### config.mk
export PLATFORM = sky130hd
export DESIGN_NAME = fpd_top
export DESIGN_NICKNAME = d
export VERILOG_FILES = /design/src/inc/fpd_pkg.sv /design/src/inc/fpd_div_if.sv /design/src/fpd_postscaler.sv /design/src/fpd_top.sv
export SDC_FILE = /design/constraint.sdc
export NUM_CORES = 1
export LEC_CHECK = 0
export ABC_CLOCK_PERIOD_IN_PS = 6400
export BUFFER_PORTS_ARGS = -buffer_cell sky130_fd_sc_hd__buf_2
export CAP_MARGIN = 10
export CORE_UTILIZATION = 40
export CTS_BUF_LIST = sky130_fd_sc_hd__clkbuf_16
export DETAILED_ROUTE_END_ITERATION = 8
export PLACE_DENSITY = 0.68
export SLEW_MARGIN = 5
export SYNTH_ARGS = -nofsm -noshare
export SYNTH_HDL_FRONTEND = slang
export SYNTH_HIERARCHICAL = 1
export SYNTH_SLANG_ARGS = --single-unit
### constraint.sdc
create_clock -name sys_clk -period 6.4 [get_ports sys_clk]
set_input_delay 0 -clock sys_clk [delete_from_list [all_inputs] [get_ports sys_clk]]
set_output_delay 0 -clock sys_clk [all_outputs]
set_load 0.01 [all_outputs]
### src/inc/fpd_pkg.sv
// package: constants, types and helpers of the rc postscaler and pll divider control
package fpd_pkg;

  // register port geometry and offsets
  localparam int          ADDR_W       = 2;
  localparam int          DATA_W       = 16;
  localparam logic [1:0]  OFS_CLOCK_DIVISOR = 2'h0;
  localparam logic [1:0]  OFS_PLL_FEEDBACK  = 2'h1;
  localparam logic [1:0]  OFS_OSC_CONTROL   = 2'h2;

  // clock_divisor field positions
  localparam int          POS_IN_DIV   = 0;   // loop_input_divider, 5 bits
  localparam int          POS_OUT_DIV  = 6;   // loop_output_divider, 2 bits
  localparam int          POS_RC_POST  = 8;   // rc_post_divide_sel, 3 bits
  // pll_feedback_divisor field position
  localparam int          POS_FB       = 0;   // loop_feedback_value, 9 bits
  // oscillator_control field positions
  localparam int          POS_SW_REQ   = 0;
  localparam int          POS_LOCK     = 5;
  localparam int          POS_NEW_SRC  = 8;
  localparam int          POS_CUR_SRC  = 12;

  // reset values
  localparam logic [4:0]  RST_IN_DIV   = 5'h00;
  localparam logic [1:0]  RST_OUT_DIV  = 2'h1;
  localparam logic [8:0]  RST_FB       = 9'h030;
  localparam logic [2:0]  RST_RC_POST  = 3'h0;

  // ratio arithmetic
  localparam logic [5:0]  IN_DIV_OFFSET  = 6'h02;
  localparam logic [9:0]  FB_OFFSET      = 10'h002;
  localparam logic [3:0]  OUT_DIV_OFFSET = 4'h2;
  localparam logic [2:0]  DIV16_SEL      = 3'h4;
  localparam logic [2:0]  DIV256_SEL     = 3'h7;
  localparam logic [8:0]  DIV256_TOP     = 9'h100;

  // lock interval timing
  localparam int          CLK_PERIOD_NS  = 8;
  localparam int          LOCK_TIME_NS   = 1000;
  localparam int          LOCK_CYCLES    = (LOCK_TIME_NS + CLK_PERIOD_NS - 1) / CLK_PERIOD_NS;

  // clock source codes
  typedef enum logic [2:0] {
    SRC_FAST_RC                     = 3'b000,
    SRC_RC_WITH_MULTIPLIER          = 3'b001,
    SRC_PRIMARY                     = 3'b010,
    SRC_EXT_CLOCK_WITH_MULTIPLIER   = 3'b011,
    SRC_SECONDARY                   = 3'b100,
    SRC_LOW_POWER_RC                = 3'b101,
    SRC_RC_DIVIDE_16                = 3'b110,
    SRC_RC_VARIABLE_DIVIDE          = 3'b111
  } fpd_src_type;

  localparam fpd_src_type RST_SRC = SRC_RC_VARIABLE_DIVIDE;

  // postscaler terminal count for a selection code
  function automatic logic [8:0] fpd_div_top(input logic [2:0] sel);
    fpd_div_top = (sel == DIV256_SEL) ? DIV256_TOP : (9'h001 << sel);
  endfunction

  function automatic logic fpd_uses_pll(input fpd_src_type src);
    fpd_uses_pll = (src == SRC_RC_WITH_MULTIPLIER) || (src == SRC_EXT_CLOCK_WITH_MULTIPLIER);
  endfunction

  function automatic logic [5:0] fpd_n1(input logic [4:0] f);
    fpd_n1 = {1'b0, f} + IN_DIV_OFFSET;
  endfunction

  function automatic logic [9:0] fpd_m(input logic [8:0] f);
    fpd_m = {1'b0, f} + FB_OFFSET;
  endfunction

  function automatic logic [3:0] fpd_n2(input logic [1:0] f);
    fpd_n2 = {1'b0, f, 1'b0} + OUT_DIV_OFFSET;
  endfunction

endpackage

### src/inc/fpd_div_if.sv
// interface: tick path between the control block and the rc postscaler
`timescale 1ns/10ps
interface fpd_div_if;
  logic       in_tick;
  logic [2:0] sel;
  logic       out_tick;

  modport ctl (output in_tick, output sel, input out_tick);
  modport div (input in_tick, input sel, output out_tick);
endinterface

### src/fpd_postscaler.sv
// module: fast rc postscaler, divides rc ticks by 1 to 256
`timescale 1ns/10ps
module fpd_postscaler (
  // clock and reset
  input wire logic sys_clk,
  input wire logic reset_n,
  // tick path
  fpd_div_if.div   dif
);
  import fpd_pkg::*;

  logic [7:0] cnt_reg;
  logic [2:0] act_sel_reg;
  logic       out_tick_reg;
  logic       wrap;

  // last input tick of the current division period
  assign wrap = dif.in_tick && ({1'b0, cnt_reg} == fpd_div_top(act_sel_reg) - 9'h001);

  // count rc ticks, pick up a new selection only at wrap so no short pulse
  always_ff @(posedge sys_clk) begin
    if (!reset_n) begin
      cnt_reg      <= 8'h00;
      act_sel_reg  <= RST_RC_POST;
      out_tick_reg <= 1'b0;
    end else begin
      out_tick_reg <= wrap;
      if (wrap) begin
        cnt_reg     <= 8'h00;
        act_sel_reg <= dif.sel;
      end else if (dif.in_tick) begin
        cnt_reg <= cnt_reg + 8'h01;
      end
    end
  end

  assign dif.out_tick = out_tick_reg;

  a_div_boundary: assert property (@(posedge sys_clk) disable iff (!reset_n)
    (act_sel_reg != $past(act_sel_reg)) |-> $past(wrap))
    else $error("postscaler selection changed inside a period");

  a_div_period: assert property (@(posedge sys_clk) disable iff (!reset_n)
    out_tick_reg |-> $past(dif.in_tick)
      && ({1'b0, $past(cnt_reg)} == fpd_div_top($past(act_sel_reg)) - 9'h001))
    else $error("postscaler tick not at terminal count");

endmodule // fpd_postscaler

### src/fpd_top.sv
// module: fast rc postscaler and pll divider control with lock status
`timescale 1ns/10ps
//
// Summary of operation
// - rc postscaler codes divide 1,2,4..64,256
// - postscaler select in clock_divisor bits 10:8
// - divided rc clock feeds the pll reference
// - input divider N1 is field plus two
// - feedback divider M is field plus two
// - output divider N2 is twice field plus two
// - system clock is input times M/(N1*N2)
// - reset ratios N1=2, N2=4, M=50
// - lock interval restarts on N1 or M change or switch
// - lock timing starts once reference present
// - lock bit five read-only in oscillator_control
// - lock clear at reset, switch, non-pll source
// - instruction clock is half system clock
// - code 001 rc with pll, 111 variable
// - code 011 primary oscillator with pll
module fpd_top #(
  parameter int LOCK_CNT = fpd_pkg::LOCK_CYCLES
) (
  // clock and reset
  input  wire logic                        sys_clk,
  input  wire logic                        reset_n,
  // register port
  input  wire logic [fpd_pkg::ADDR_W-1:0]  reg_addr,
  input  wire logic [fpd_pkg::DATA_W-1:0]  reg_wdata,
  input  wire logic                        reg_wr,
  input  wire logic                        reg_rd,
  output logic      [fpd_pkg::DATA_W-1:0]  reg_rdata,
  // oscillator side
  input  wire logic [2:0]                  initial_source_code,
  input  wire logic                        rc_tick,
  input  wire logic                        prim_tick,
  input  wire logic                        startup_timer_done,
  input  wire logic                        pll_out_tick,
  // pll macro control
  output logic                             pll_ref_tick,
  output logic      [5:0]                  pll_in_ratio,
  output logic      [9:0]                  pll_fb_ratio,
  output logic      [3:0]                  pll_out_ratio,
  // clock status and ticks
  output logic                             pll_locked,
  output logic      [2:0]                  cur_source,
  output logic                             sys_clk_tick,
  output logic                             instr_tick
);
  import fpd_pkg::*;

  localparam int CW = $clog2(LOCK_CNT + 1);
  localparam logic [CW-1:0] LOCK_LAST = CW'(LOCK_CNT - 1);

  // software-visible fields
  logic [4:0]          loop_input_divider_reg;
  logic [1:0]          loop_output_divider_reg;
  logic [2:0]          rc_post_divide_sel_reg;
  logic [8:0]          loop_feedback_value_reg;
  fpd_src_type         new_src_reg;
  logic                sw_req_reg;
  // clock selection and lock state
  fpd_src_type         cur_src_reg;
  logic                boot_reg;
  logic                lock_reg;
  logic [CW-1:0]       lock_cnt_reg;
  // registered outputs
  logic [5:0]          n1_reg;
  logic [9:0]          m_reg;
  logic [3:0]          n2_reg;
  logic                ref_tick_reg;
  logic                sys_tick_reg;
  logic                instr_phase_reg;
  logic                instr_tick_reg;
  logic [DATA_W-1:0]   rdata_reg;
  // decoded strobes and events
  logic                wr_clock_divisor;
  logic                wr_fb;
  logic                wr_osc;
  logic                switch_now;
  logic                relock;
  logic                ref_present;
  logic                sys_tick_next;
  logic [DATA_W-1:0]   rdata_next;

  fpd_div_if dif ();

  // write strobes per register
  assign wr_clock_divisor = reg_wr && (reg_addr == OFS_CLOCK_DIVISOR);
  assign wr_fb     = reg_wr && (reg_addr == OFS_PLL_FEEDBACK);
  assign wr_osc    = reg_wr && (reg_addr == OFS_OSC_CONTROL);

  // clock_divisor and pll_feedback_divisor fields
  always_ff @(posedge sys_clk) begin
    if (!reset_n) begin
      loop_input_divider_reg  <= RST_IN_DIV;
      loop_output_divider_reg <= RST_OUT_DIV;
      rc_post_divide_sel_reg  <= RST_RC_POST;
      loop_feedback_value_reg <= RST_FB;
    end else begin
      if (wr_clock_divisor) begin
        loop_input_divider_reg  <= reg_wdata[POS_IN_DIV +: 5];
        loop_output_divider_reg <= reg_wdata[POS_OUT_DIV +: 2];
        rc_post_divide_sel_reg  <= reg_wdata[POS_RC_POST +: 3];
      end
      if (wr_fb) begin
        loop_feedback_value_reg <= reg_wdata[POS_FB +: 9];
      end
    end
  end

  // requested source and switch request; a new request beats the clear
  always_ff @(posedge sys_clk) begin
    if (!reset_n) begin
      new_src_reg <= RST_SRC;
      sw_req_reg  <= 1'b0;
    end else begin
      if (wr_osc) begin
        new_src_reg <= fpd_src_type'(reg_wdata[POS_NEW_SRC +: 3]);
      end
      if (wr_osc && reg_wdata[POS_SW_REQ]) begin
        sw_req_reg <= 1'b1;
      end else if (sw_req_reg) begin
        sw_req_reg <= 1'b0;
      end
    end
  end

  assign switch_now = sw_req_reg && boot_reg;

  // current source: strap taken on the first edge after reset, then switches
  always_ff @(posedge sys_clk) begin
    if (!reset_n) begin
      cur_src_reg <= RST_SRC;
      boot_reg    <= 1'b0;
    end else if (!boot_reg) begin
      cur_src_reg <= fpd_src_type'(initial_source_code);
      boot_reg    <= 1'b1;
    end else if (switch_now) begin
      cur_src_reg <= new_src_reg;
    end
  end

  // events that force a fresh lock interval
  assign relock = !boot_reg
               || (switch_now && fpd_uses_pll(new_src_reg))
               || (wr_clock_divisor && (reg_wdata[POS_IN_DIV +: 5] != loop_input_divider_reg))
               || (wr_fb && (reg_wdata[POS_FB +: 9] != loop_feedback_value_reg));

  // reference counts as present for rc at once, for primary after start-up
  assign ref_present = (cur_src_reg == SRC_EXT_CLOCK_WITH_MULTIPLIER) ?
                       startup_timer_done : 1'b1;

  // lock interval counter and lock status
  always_ff @(posedge sys_clk) begin
    if (!reset_n) begin
      lock_reg     <= 1'b0;
      lock_cnt_reg <= '0;
    end else if (!fpd_uses_pll(cur_src_reg) || relock
                 || (switch_now && !fpd_uses_pll(new_src_reg))) begin
      // leaving the pll clears lock in the switch cycle, never one cycle late
      lock_reg     <= 1'b0;
      lock_cnt_reg <= '0;
    end else if (ref_present && !lock_reg) begin
      if (lock_cnt_reg == LOCK_LAST) begin
        lock_reg <= 1'b1;
      end else begin
        lock_cnt_reg <= lock_cnt_reg + CW'(1);
      end
    end
  end

  // postscaler: fixed divide by 16 for that source, else the software code
  assign dif.in_tick = rc_tick;
  assign dif.sel     = (cur_src_reg == SRC_RC_DIVIDE_16) ? DIV16_SEL : rc_post_divide_sel_reg;

  fpd_postscaler u_postscaler (
    .sys_clk (sys_clk),
    .reset_n (reset_n),
    .dif     (dif)
  );

  // pll reference routing
  always_ff @(posedge sys_clk) begin
    if (!reset_n) begin
      ref_tick_reg <= 1'b0;
    end else begin
      unique case (cur_src_reg)
        SRC_RC_WITH_MULTIPLIER:        ref_tick_reg <= dif.out_tick;
        SRC_EXT_CLOCK_WITH_MULTIPLIER: ref_tick_reg <= prim_tick && startup_timer_done;
        default:                       ref_tick_reg <= 1'b0;
      endcase
    end
  end

  // ratios reach the pll only while it is not clocking the system
  always_ff @(posedge sys_clk) begin
    if (!reset_n) begin
      n1_reg <= fpd_n1(RST_IN_DIV);
      m_reg  <= fpd_m(RST_FB);
      n2_reg <= fpd_n2(RST_OUT_DIV);
    end else if (!fpd_uses_pll(cur_src_reg)) begin
      n1_reg <= fpd_n1(loop_input_divider_reg);
      m_reg  <= fpd_m(loop_feedback_value_reg);
      n2_reg <= fpd_n2(loop_output_divider_reg);
    end
  end

  // system clock tick from the selected source
  always_comb begin
    unique case (cur_src_reg)
      SRC_FAST_RC:                   sys_tick_next = rc_tick;
      SRC_RC_DIVIDE_16,
      SRC_RC_VARIABLE_DIVIDE:        sys_tick_next = dif.out_tick;
      SRC_PRIMARY:                   sys_tick_next = prim_tick && startup_timer_done;
      SRC_RC_WITH_MULTIPLIER,
      SRC_EXT_CLOCK_WITH_MULTIPLIER: sys_tick_next = pll_out_tick && lock_reg;
      default:                       sys_tick_next = 1'b0;
    endcase
  end

  // system tick and instruction tick at half its rate
  always_ff @(posedge sys_clk) begin
    if (!reset_n) begin
      sys_tick_reg    <= 1'b0;
      instr_phase_reg <= 1'b0;
      instr_tick_reg  <= 1'b0;
    end else begin
      sys_tick_reg   <= sys_tick_next;
      instr_tick_reg <= sys_tick_reg && instr_phase_reg;
      if (sys_tick_reg) begin
        instr_phase_reg <= !instr_phase_reg;
      end
    end
  end

  // read data, lock is read-only and reserved bits read zero
  always_comb begin
    rdata_next = '0;
    unique case (reg_addr)
      OFS_CLOCK_DIVISOR: begin
        rdata_next[POS_IN_DIV +: 5]  = loop_input_divider_reg;
        rdata_next[POS_OUT_DIV +: 2] = loop_output_divider_reg;
        rdata_next[POS_RC_POST +: 3] = rc_post_divide_sel_reg;
      end
      OFS_PLL_FEEDBACK: begin
        rdata_next[POS_FB +: 9] = loop_feedback_value_reg;
      end
      OFS_OSC_CONTROL: begin
        rdata_next[POS_SW_REQ]       = sw_req_reg;
        rdata_next[POS_LOCK]         = lock_reg;
        rdata_next[POS_NEW_SRC +: 3] = new_src_reg;
        rdata_next[POS_CUR_SRC +: 3] = cur_src_reg;
      end
      default: begin
        rdata_next = '0;
      end
    endcase
  end

  // read data stands only in the cycle after the read strobe
  always_ff @(posedge sys_clk) begin
    if (!reset_n) begin
      rdata_reg <= '0;
    end else if (reg_rd) begin
      rdata_reg <= rdata_next;
    end else begin
      rdata_reg <= '0;
    end
  end

  // output drive
  assign reg_rdata     = rdata_reg;
  assign pll_ref_tick  = ref_tick_reg;
  assign pll_in_ratio  = n1_reg;
  assign pll_fb_ratio  = m_reg;
  assign pll_out_ratio = n2_reg;
  assign pll_locked    = lock_reg;
  assign cur_source    = cur_src_reg;
  assign sys_clk_tick  = sys_tick_reg;
  assign instr_tick    = instr_tick_reg;

  a_lock_nonpll: assert property (@(posedge sys_clk) disable iff (!reset_n)
    !fpd_uses_pll(cur_src_reg) |-> !lock_reg)
    else $error("lock set while source does not use the pll");

  a_lock_count: assert property (@(posedge sys_clk) disable iff (!reset_n)
    $rose(lock_reg) |-> $past(lock_cnt_reg) == LOCK_LAST && $past(ref_present))
    else $error("lock set before the lock interval ran out");

  a_switch_clear: assert property (@(posedge sys_clk) disable iff (!reset_n)
    (switch_now && fpd_uses_pll(new_src_reg)) |=> !lock_reg ##1 !lock_reg)
    else $error("lock not cleared by a switch to a pll source");

  a_reset_ratios: assert property (@(posedge sys_clk)
    !reset_n |=> n1_reg == 6'h02 && n2_reg == 4'h4 && m_reg == 10'h032)
    else $error("pll ratios wrong after reset");

  a_ratio_follow: assert property (@(posedge sys_clk) disable iff (!reset_n)
    (wr_clock_divisor && !fpd_uses_pll(cur_src_reg) && !switch_now) ##1 !fpd_uses_pll(cur_src_reg)
      |=> n1_reg == $past(reg_wdata[POS_IN_DIV +: 5], 2) + 6'h02
       && n2_reg == {$past(reg_wdata[POS_OUT_DIV +: 2], 2), 1'b0} + 4'h2)
    else $error("input or output ratio not tracking clock_divisor");

  a_fb_follow: assert property (@(posedge sys_clk) disable iff (!reset_n)
    (wr_fb && !fpd_uses_pll(cur_src_reg) && !switch_now) ##1 !fpd_uses_pll(cur_src_reg)
      |=> m_reg == $past(reg_wdata[POS_FB +: 9], 2) + 10'h002)
    else $error("feedback ratio not tracking pll_feedback_divisor");

  a_ratio_hold: assert property (@(posedge sys_clk) disable iff (!reset_n)
    fpd_uses_pll($past(cur_src_reg)) |-> $stable(n1_reg) && $stable(m_reg) && $stable(n2_reg))
    else $error("pll ratios changed while the pll clocks the system");

  a_instr_half: assert property (@(posedge sys_clk) disable iff (!reset_n)
    instr_tick_reg |-> $past(sys_tick_reg) && $past(instr_phase_reg))
    else $error("instruction tick not on every second system tick");

  a_lock_read: assert property (@(posedge sys_clk) disable iff (!reset_n)
    (reg_rd && reg_addr == OFS_OSC_CONTROL) |=> reg_rdata[POS_LOCK] == $past(lock_reg))
    else $error("lock status read back wrong");

  a_ref_route: assert property (@(posedge sys_clk) disable iff (!reset_n)
    (cur_src_reg == SRC_RC_WITH_MULTIPLIER && dif.out_tick) |=> pll_ref_tick)
    else $error("divided rc clock not routed to pll reference");

  a_boot_source: assert property (@(posedge sys_clk) disable iff (!reset_n)
    !boot_reg |=> cur_source == $past(initial_source_code))
    else $error("initial source code not applied after reset");

endmodule // fpd_top

==> metrics.cfg, run 1 <==
[power_and_ir_drop]
power.density_nw_per_um2=274
power_w=0.00125
leakagePower_nw=1.88
irDropWorstVdd_mv=0.149

[timing]
max_freq_mhz=450
finalSetupViolCount=0
hold_viol=0
grt_setup_unrepaired=false
period_share_pct=34.7
max_slew.worst_pin.slew_ns=1.09
finalCriticalPeriod_ns=2.22
slew_violations=0
fin_skew_ns=0.00898
tns_ns=0
slew-limit-headroom_pct=27.2

[logic_synthesis]
ys_ff_latch=84
synthMuxAreaShare_pct=1.88
synth_top_area_cell=dfxtp_1
synth.top_cells.by_area=dfxtp_1, nand2_1, xor2_1
synthAdderAreaFrac_pct=3.35
synth_compound_area_share_pct=14.2
syn_inst=433
synth-main-ff-cell=dfxtp_1
avgSynthCellArea_um2=8.63
synth_edf_count=0
synthDominantCellAreaShare_pct=45.0
synth_most_common_cell=nand2_1
synth-simple-area-share_pct=24.2
seq_area_frac_synth_pct=45.0
synthesis.area_um2=3740
async_reset_ff_share_pct=0
synthXorXnorAreaFrac_pct=7.27
synth_top_family_by_area=simple AND/OR/NAND/NOR gates
synthDistinctLibCells=53
yosysWarnings=6
synthTopCellsByCount=nand2_1, dfxtp_1, nor2_1, a21oi_1, xor2_1

[setup_path]
worstSetupStartpointType=register
required_ns=6.62
r2r_slack_ns=4.18
r2r_end=lock_cnt_reg[5]$_SDFFE_PP0P_
crit_path_end_kind=register
r2r_start=lock_cnt_reg[0]$_SDFFE_PP0P_
rr_worst_depth=6
worstPathArrival_ns=2.44
crit_start=lock_cnt_reg[0]$_SDFFE_PP0P_
worstSetupPathType=reg2reg
critPathMaxFanout=5

[run_status]
outcome=finished clean

[finish]
area_growth_pct=21.6
seqCellArea_um2=1680
drive_gt1_share_pct=16.1
multi_input_area_um2=1910
antenna_cells=0
final.fill_count=856
largest_reg_flops=14
layout.nets=537

[global_route]
antenna_found_initial=0
grt_max_degree=33
grt_usage_pct=20.5
grt_remaining_overflow=0
grt_pass1_vias=3281
grt_pass1_wl_um=15800

[route]
drc=0
totalWireLength_um=9440
routed_via_density=5.45
vias=3327
drtIter0Drc=182
post_drt_wl_per_cell_um=15.5
final_antenna_net_count=0
dr.pass1.iters=5

[clock_network]
clk_pin_slew_worst_paths_ns=0.06
cts_made_buffers=9
h-tree-depth=3
post_cts_buffers=0
cts-root-buf=clkbuf_16
cts.sinks=84
cts_tree=built
clock_latency_ns=0.34
cts_resized=0
cts_hold_buf=14
clock_tree.buffer_depth=2

[floorplanning]
fp.coreArea_um2=8890
fp.dieArea_um2=9730
ios=72
die_y_um=98.6
rows=34
die_w_um=98.6
start_util_pct=42.0

[place]
routabilityCongestion=0.843
io_buffers=63
hpwl_um=6550

[min_path]
hp-class=in2reg
min_from=reg_wr
min_path_cells=3
whs_endpoint=new_src_reg[2]$_SDFFE_PN1P_

[flow_run]
maxCapViolations=0

[placed cells by master (no fill, tap or decap), drive strengths merged, types with 4 or more instances in the layout]
cell type / count
xor2: 20
nand2: 86
inv: 8
dfxtp: 84
ha: 10
nand4: 7
a211oi: 9
nor4: 4
and3: 11
nand3: 13
buf: 63
or3: 4
a21oi: 28
mux2i: 7
clkbuf: 9
a2111oi: 5
o21ai: 12
and2: 7
a22oi: 9
xnor2: 11
nor2: 31
nor3: 9
dlygate4sd3: 14
[cells by family (layout without fill, tap and decap cells)]
kind of cell | count (synthesis) | count (layout)
buffers and inverters | 32 | 100
AOI/OAI and AO/OA | 79 | 79
and+or+nand+nor | 189 | 189
DFF | 84 | 84
xor gates and xnor gates | 31 | 31
adders and majority gates | 10 | 10
muxes | 7 | 7
other | 1 | 3
[metal layers]
metal	up-vias	part of all wire [%]	global-route usage, %
met5	-	0	0
met4	0	1.3	5.74
met3	12	5.1	5.04
met2	84	50	36.9
met1	1589	43	24.1
li1	1642	-	-
[per-stage QoR]
stage | hold slack (ns) | std cells | worst slack [ns] | util, % | cell area, µm²
after floorplan | 0.0277 | 435 | 4.35 | - | 3740
after global placement | 0.230 | 581 | 4.26 | 45.8 | 4070
after detailed placement | 0.228 | 581 | 4.19 | 45.8 | 4070
after CTS | 0.0143 | 611 | 4.15 | 51.1 | 4540
after global routing | 0.0174 | 611 | 4.02 | 51.1 | 4540
final | 0.0277 | 611 | 4.18 | 51.1 | 4540
[where the power goes]
| part | internal [W] | leakage, nW | switching, W | total [W] |
|---|---|---|---|---|
| logic | 0.0000464 | 1.03 | 0.0000642 | 0.000111 |
| clock network | 0.000376 | 0.166 | 0.000200 | 0.000577 |
| registers | 0.000540 | 0.683 | 0.0000190 | 0.000559 |
[how the worst max path moves through the flow]
stage	endpoint	slack (ns)	cells after the start
after floorplan	lock_cnt_reg[5]$_SDFFE_PP0P_	4.35	6
after global placement	lock_cnt_reg[5]$_SDFFE_PP0P_	4.26	6
after detailed placement	lock_cnt_reg[5]$_SDFFE_PP0P_	4.19	6
after CTS	lock_cnt_reg[5]$_SDFFE_PP0P_	4.15	6
after global routing	lock_cnt_reg[5]$_SDFFE_PP0P_	4.02	6
final	lock_cnt_reg[5]$_SDFFE_PP0P_	4.18	6
[area by class of cell]
| class | instances | share of cell area [%] |
|---|---|---|
| repair buffers | 77 | 10.0 |
| clock buffers | 9 | 4.96 |
| clock inverters | 7 | 2.34 |
| well taps | 108 | 2.97 |
| multi-input cells | 319 | 42.1 |
| flip-flops and latches | 84 | 37.0 |
| inverters | 7 | 0.578 |
[worst max-delay path, cell delays in order, from the launching register on]
cell and delay [ns]:
dfxtp_1 0.39, inv_1 0.06, ha_1 0.19, and2_0 0.20, a211o_1 0.36, or4_1 0.52
a2111oi_1 0.38
Note: power is estimated with default switching activity, not from simulation.
==> run 2, diff against run 1 <==
Settings changed: ABC_CLOCK_PERIOD_IN_PS 6400 to 2000, PLACE_DENSITY 0.68 to 0.7.
Clock period 6.4 ns to 2 ns, I/O delays scaled along.
==> metrics.cfg, run 2 (synthesis gave the netlist of run 1 again) <==
[run_status]
outcome=finished clean

[power_and_ir_drop]
leakagePower_nw=1.96
power_w=0.00387
power.density_nw_per_um2=827
irDropWorstVdd_mv=0.423

[flow_run]
maxCapViolations=0

[floorplanning]
start_util_pct=42.0
die_w_um=98.6
die_y_um=98.6
ios=72
rows=34
fp.coreArea_um2=8890
fp.dieArea_um2=9730

[timing]
period_share_pct=95.8
slew_violations=0
grt_setup_unrepaired=false
hold_viol=0
max_freq_mhz=522
setup_ws_ns=0.0848
fin_skew_ns=0.00452
holdWs_ns=0.0216
finalSetupViolCount=0
finalCriticalPeriod_ns=1.92

[global_route]
grt_pass1_vias=3151
grt_pass1_wl_um=15200
antenna_found_initial=0
grt_max_degree=30
grt_usage_pct=20.0
grt_remaining_overflow=0

[place]
routabilityCongestion=0.845
io_buffers=63
place_worst_setup_slack_ns=-0.00214
dp.cells=597
hpwl_um=6530

[clock_network]
clk_pin_slew_worst_paths_ns=0.06
clock_tree.buffer_depth=2
cts-root-buf=clkbuf_16
cts_made_buffers=9
cts.sinks=84
h-tree-depth=3
clock_latency_ns=0.33
cts_tree=built

[finish]
seqCellArea_um2=1680
layout_common_cells=nand2_1, dfxtp_1, buf_2, nor2_1, a21oi_1
drive_gt1_share_pct=20.3
multi_input_area_um2=1940
layout_commonest_cell=nand2_1
layout.nets=555
area_growth_pct=25.3
largest_reg_flops=14
fin_util_pct=52.7
final.fill_count=818
final_cells=629
antenna_cells=0

[route]
routed_via_density=5.30
post_drt_wl_per_cell_um=14.9
drc=0
dr.pass1.iters=4
drtIter0Drc=230
vias=3333
final_antenna_net_count=0
totalWireLength_um=9370

[setup_path]
critPathMaxFanout=4
worstSetupPathType=reg2reg
crit_path_end_kind=register
worstPathArrival_ns=2.13
worstSetupStartpointType=register
required_ns=2.22

[min_path]
hp-class=in2reg

==> run 2: report_power, final <==
part | switching, W | internal (W)
Sequential | 0.0000534 | 0.00173
Combinational | 0.000217 | 0.000165
Clock | 0.000630 | 0.00108
==> run 2: what timing repair did <==
| item | 4_1_cts | 5_1_grt |
|---|---|---|
| pin swaps | 0 | 4 |
| setup endpoints to repair | 3 | 12 |
| gates resized for setup | 4 | 5 |
| setup buffers | 0 | 2 |
| endpoints found under the hold margin | 26 | 0 |
| hold buffers | 14 | 0 |
==> run 2: per-layer routing <==
metal  GRT usage, %  vias up  share of wire (%)
li1               -     1674                  -
met1           25.0     1555                 45
met2           34.1       96                 49
met3           5.25        8                4.9
met4           5.63        0               0.86
met5              0        -                  0
==> run 2: layout make-up <==
class                   instances  area share [%]
inverters                       7           0.561
well taps                     108            2.89
flip-flops and latches         84            36.0
multi-input cells             319            41.4
repair buffers                 95            12.6
clock buffers                   9            4.81
clock inverters                 7            1.76
==> run 2: path summary, 6_finish.rpt <==
check	startpoint	endpoint	slack (ns)	cells after the start
hold reg to reg	pll_in_ratio[0]$_SDFFE_PN0N_	pll_in_ratio[0]$_SDFFE_PN0N_	0.45	2
setup / recovery	lock_cnt_reg[0]$_SDFFE_PP0P_	lock_cnt_reg[6]$_SDFFE_PP0P_	0.08	6
setup reg to reg	lock_cnt_reg[0]$_SDFFE_PP0P_	lock_cnt_reg[6]$_SDFFE_PP0P_	0.08	6
hold / removal	reset_n	boot_reg$_DFF_P_	0.02	1
==> run 2: worst max-delay path, cell delays in order, from the launching register on <==
cell and delay, ns:
dfxtp_2 0.32, inv_1 0.04, ha_1 0.17, and2_1 0.18
a2111o_1 0.39, or3_1 0.33, a2111oi_2 0.37
==> run 2: per-stage QoR <==
stage	setup TNS, ns	cell area [µm²]
after floorplan	0	3740
after global placement	0	4190
after detailed placement	-0.00225	4190
after CTS	0	4650
after global routing	0	4680
final	0	4680
==> run 3, diff against run 2 <==
Settings changed: CORE_UTILIZATION 40 to 50, PLACE_DENSITY 0.7 to 0.76.
==> metrics.cfg, run 3 (synthesis gave the netlist of run 1 again) <==
[route]
route.met2.wl_um=4540
drtIter0Drc=177
wl_met3_um=541
post_drt_wl_per_cell_um=15.1
dr.max_layer_used=met4
vias=3383
routed_via_density=5.47
drt-met1-wl_um=3980
final_antenna_net_count=0
totalWireLength_um=9350
drc=0
dr.pass1.iters=4

[timing]
slew-limit-headroom_pct=62.4
slew_violations=0
max_slew.worst_pin.slew_ns=0.561
setup_ws_ns=0.0474
max_freq_mhz=512
period_share_pct=97.6
hold_viol=0
fin_skew_ns=0.00303
finalCriticalPeriod_ns=1.95
finalSetupViolCount=0

[clock_network]
cts_tree=built
h-tree-depth=3
clk_pin_slew_worst_paths_ns=0.06
clock_latency_ns=0.33
cts.sinks=84
cts-root-buf=clkbuf_16
cts_made_buffers=9
clock_tree.buffer_depth=2

[place]
place_worst_setup_slack_ns=-0.0829
io_buffers=63
hpwl_um=6350
dp.cells=587
routabilityCongestion=0.840

[power_and_ir_drop]
power.share.clock_pct=42.1
p_sw_share_pct=24.0
seq_power_share_pct=47.7
power_switching_w=0.000897
power.density_nw_per_um2=798
p_int_w=0.00284
leakagePower_nw=1.94
irDropWorstVdd_mv=0.527
pwr-share-comb_pct=10.2

[floorplanning]
die_w_um=88.4
rows=31
fp.coreArea_um2=7250
start_util_pct=51.5
ios=72
fp.dieArea_um2=7820
die_y_um=88.4

[setup_path]
worstSetupStartpointType=register
rr_worst_depth=7
crit_path_end_kind=register
r2r_start=lock_cnt_reg[0]$_SDFFE_PP0P_
r2r_slack_ns=0.05
critPathMaxFanout=4
worstSetupPathType=reg2reg
required_ns=2.22
worstPathArrival_ns=2.18
r2r_end=lock_cnt_reg[3]$_SDFFE_PP0P_

[finish]
final_cells=619
multi_input_area_um2=1970
fin_util_pct=64.7
seqCellArea_um2=1680
largest_reg_flops=14
antenna_cells=0
layout_commonest_cell=nand2_1
layout_common_cells=nand2_1, dfxtp_1, buf_2, nor2_1, a21oi_1
layout.nets=555
area_growth_pct=25.5
final.fill_count=624
drive_gt1_share_pct=20.2

[global_route]
grt_max_degree=33
antenna_found_initial=0
grt_remaining_overflow=0
grt_usage_pct=26.0
grt_pass1_vias=3236
grt_pass1_wl_um=15400

[min_path]
min_path_cells=3
min_from=prim_tick
whs_endpoint=pll_ref_tick$_SDFF_PN0_
hp-class=in2reg

[flow_run]
maxCapViolations=0

[run_status]
outcome=finished clean

==> run 3: changes by cell type in the layout (fill, tap and decap cells not counted), sizes merged <==
cell | before | now
clkinvlp | 0 | 2
buf | 81 | 78
clkinv | 4 | 2
bufinv | 2 | 1
dlygate4sd3 | 14 | 17
==> run 3: critical path, cell delays in order, from the launching register on <==
cell	delay [ns]
dfxtp_2	0.32
inv_1	0.04
ha_1	0.18
and2_4	0.16
a211o_1	0.31
buf_4	0.15
or3_4	0.37
a2111oi_4	0.29
==> run 3: final cells by class <==
type | count | share of cell area (%)
clock buffers | 9 | 4.80
inverters | 7 | 0.560
multi-input cells | 319 | 42.1
well taps | 99 | 2.64
flip-flops and latches | 84 | 35.9
repair buffers | 95 | 12.8
clock inverters | 6 | 1.23
==> run 3: timing repair <==
action                                  4_1_cts  5_1_grt
hold buffers                                 17        0
setup buffers                                 0        0
endpoints found under the setup margin        4        4
pin swaps                                     1        7
gates resized for setup                       3       11
hold endpoints to repair                     26        0
==> run 3: per-layer routing <==
layer / vias up / track usage [%]
met5: - / 0
met4: 0 / 10.7
met3: 22 / 5.60
met2: 107 / 43.1
met1: 1586 / 33.0
li1: 1668 / -
==> run 3: how the worst max path moves through the flow <==
| stage | start | endpoint | depth (start not counted) |
|---|---|---|---|
| 6_report | lock_cnt_reg[0]$_SDFFE_PP0P_ | lock_cnt_reg[3]$_SDFFE_PP0P_ | 7 |
| 5_1_grt | lock_cnt_reg[0]$_SDFFE_PP0P_ | lock_cnt_reg[3]$_SDFFE_PP0P_ | 7 |
| 4_1_cts | lock_cnt_reg[0]$_SDFFE_PP0P_ | lock_cnt_reg[3]$_SDFFE_PP0P_ | 7 |
| 3_5_place_dp | lock_cnt_reg[0]$_SDFFE_PP0P_ | lock_cnt_reg[5]$_SDFFE_PP0P_ | 6 |
| 3_3_place_gp | lock_cnt_reg[0]$_SDFFE_PP0P_ | lock_cnt_reg[5]$_SDFFE_PP0P_ | 6 |
| 2_1_floorplan | lock_cnt_reg[0]$_SDFFE_PP0P_ | lock_cnt_reg[5]$_SDFFE_PP0P_ | 6 |
==> run 3: power by group through the flow <==
| stage | Combinational [W] | Sequential (W) | Clock [W] |
|---|---|---|---|
| after global routing | 0.000425 | 0.00179 | 0.00166 |
| after CTS | 0.000379 | 0.00178 | 0.00160 |
| after detailed placement | 0.000347 | 0.00182 | 0 |
| after floorplan | 0.000226 | 0.00181 | 0 |
| final | 0.000383 | 0.00178 | 0.00157 |
| after global placement | 0.000340 | 0.00182 | 0 |
==> run 3: per-stage QoR <==
step                TNS (ns)  total power, W  hold WS, ns  cell area [µm²]
floorplan                  0         0.00204       0.0277             3740
global placement           0         0.00216        0.236             4180
detailed placement   -0.0997         0.00217        0.237             4180
CTS                  -0.0344         0.00376       0.0128             4640
global route         -0.0261         0.00387       0.0267             4690
finish                     0         0.00374       0.0174             4690
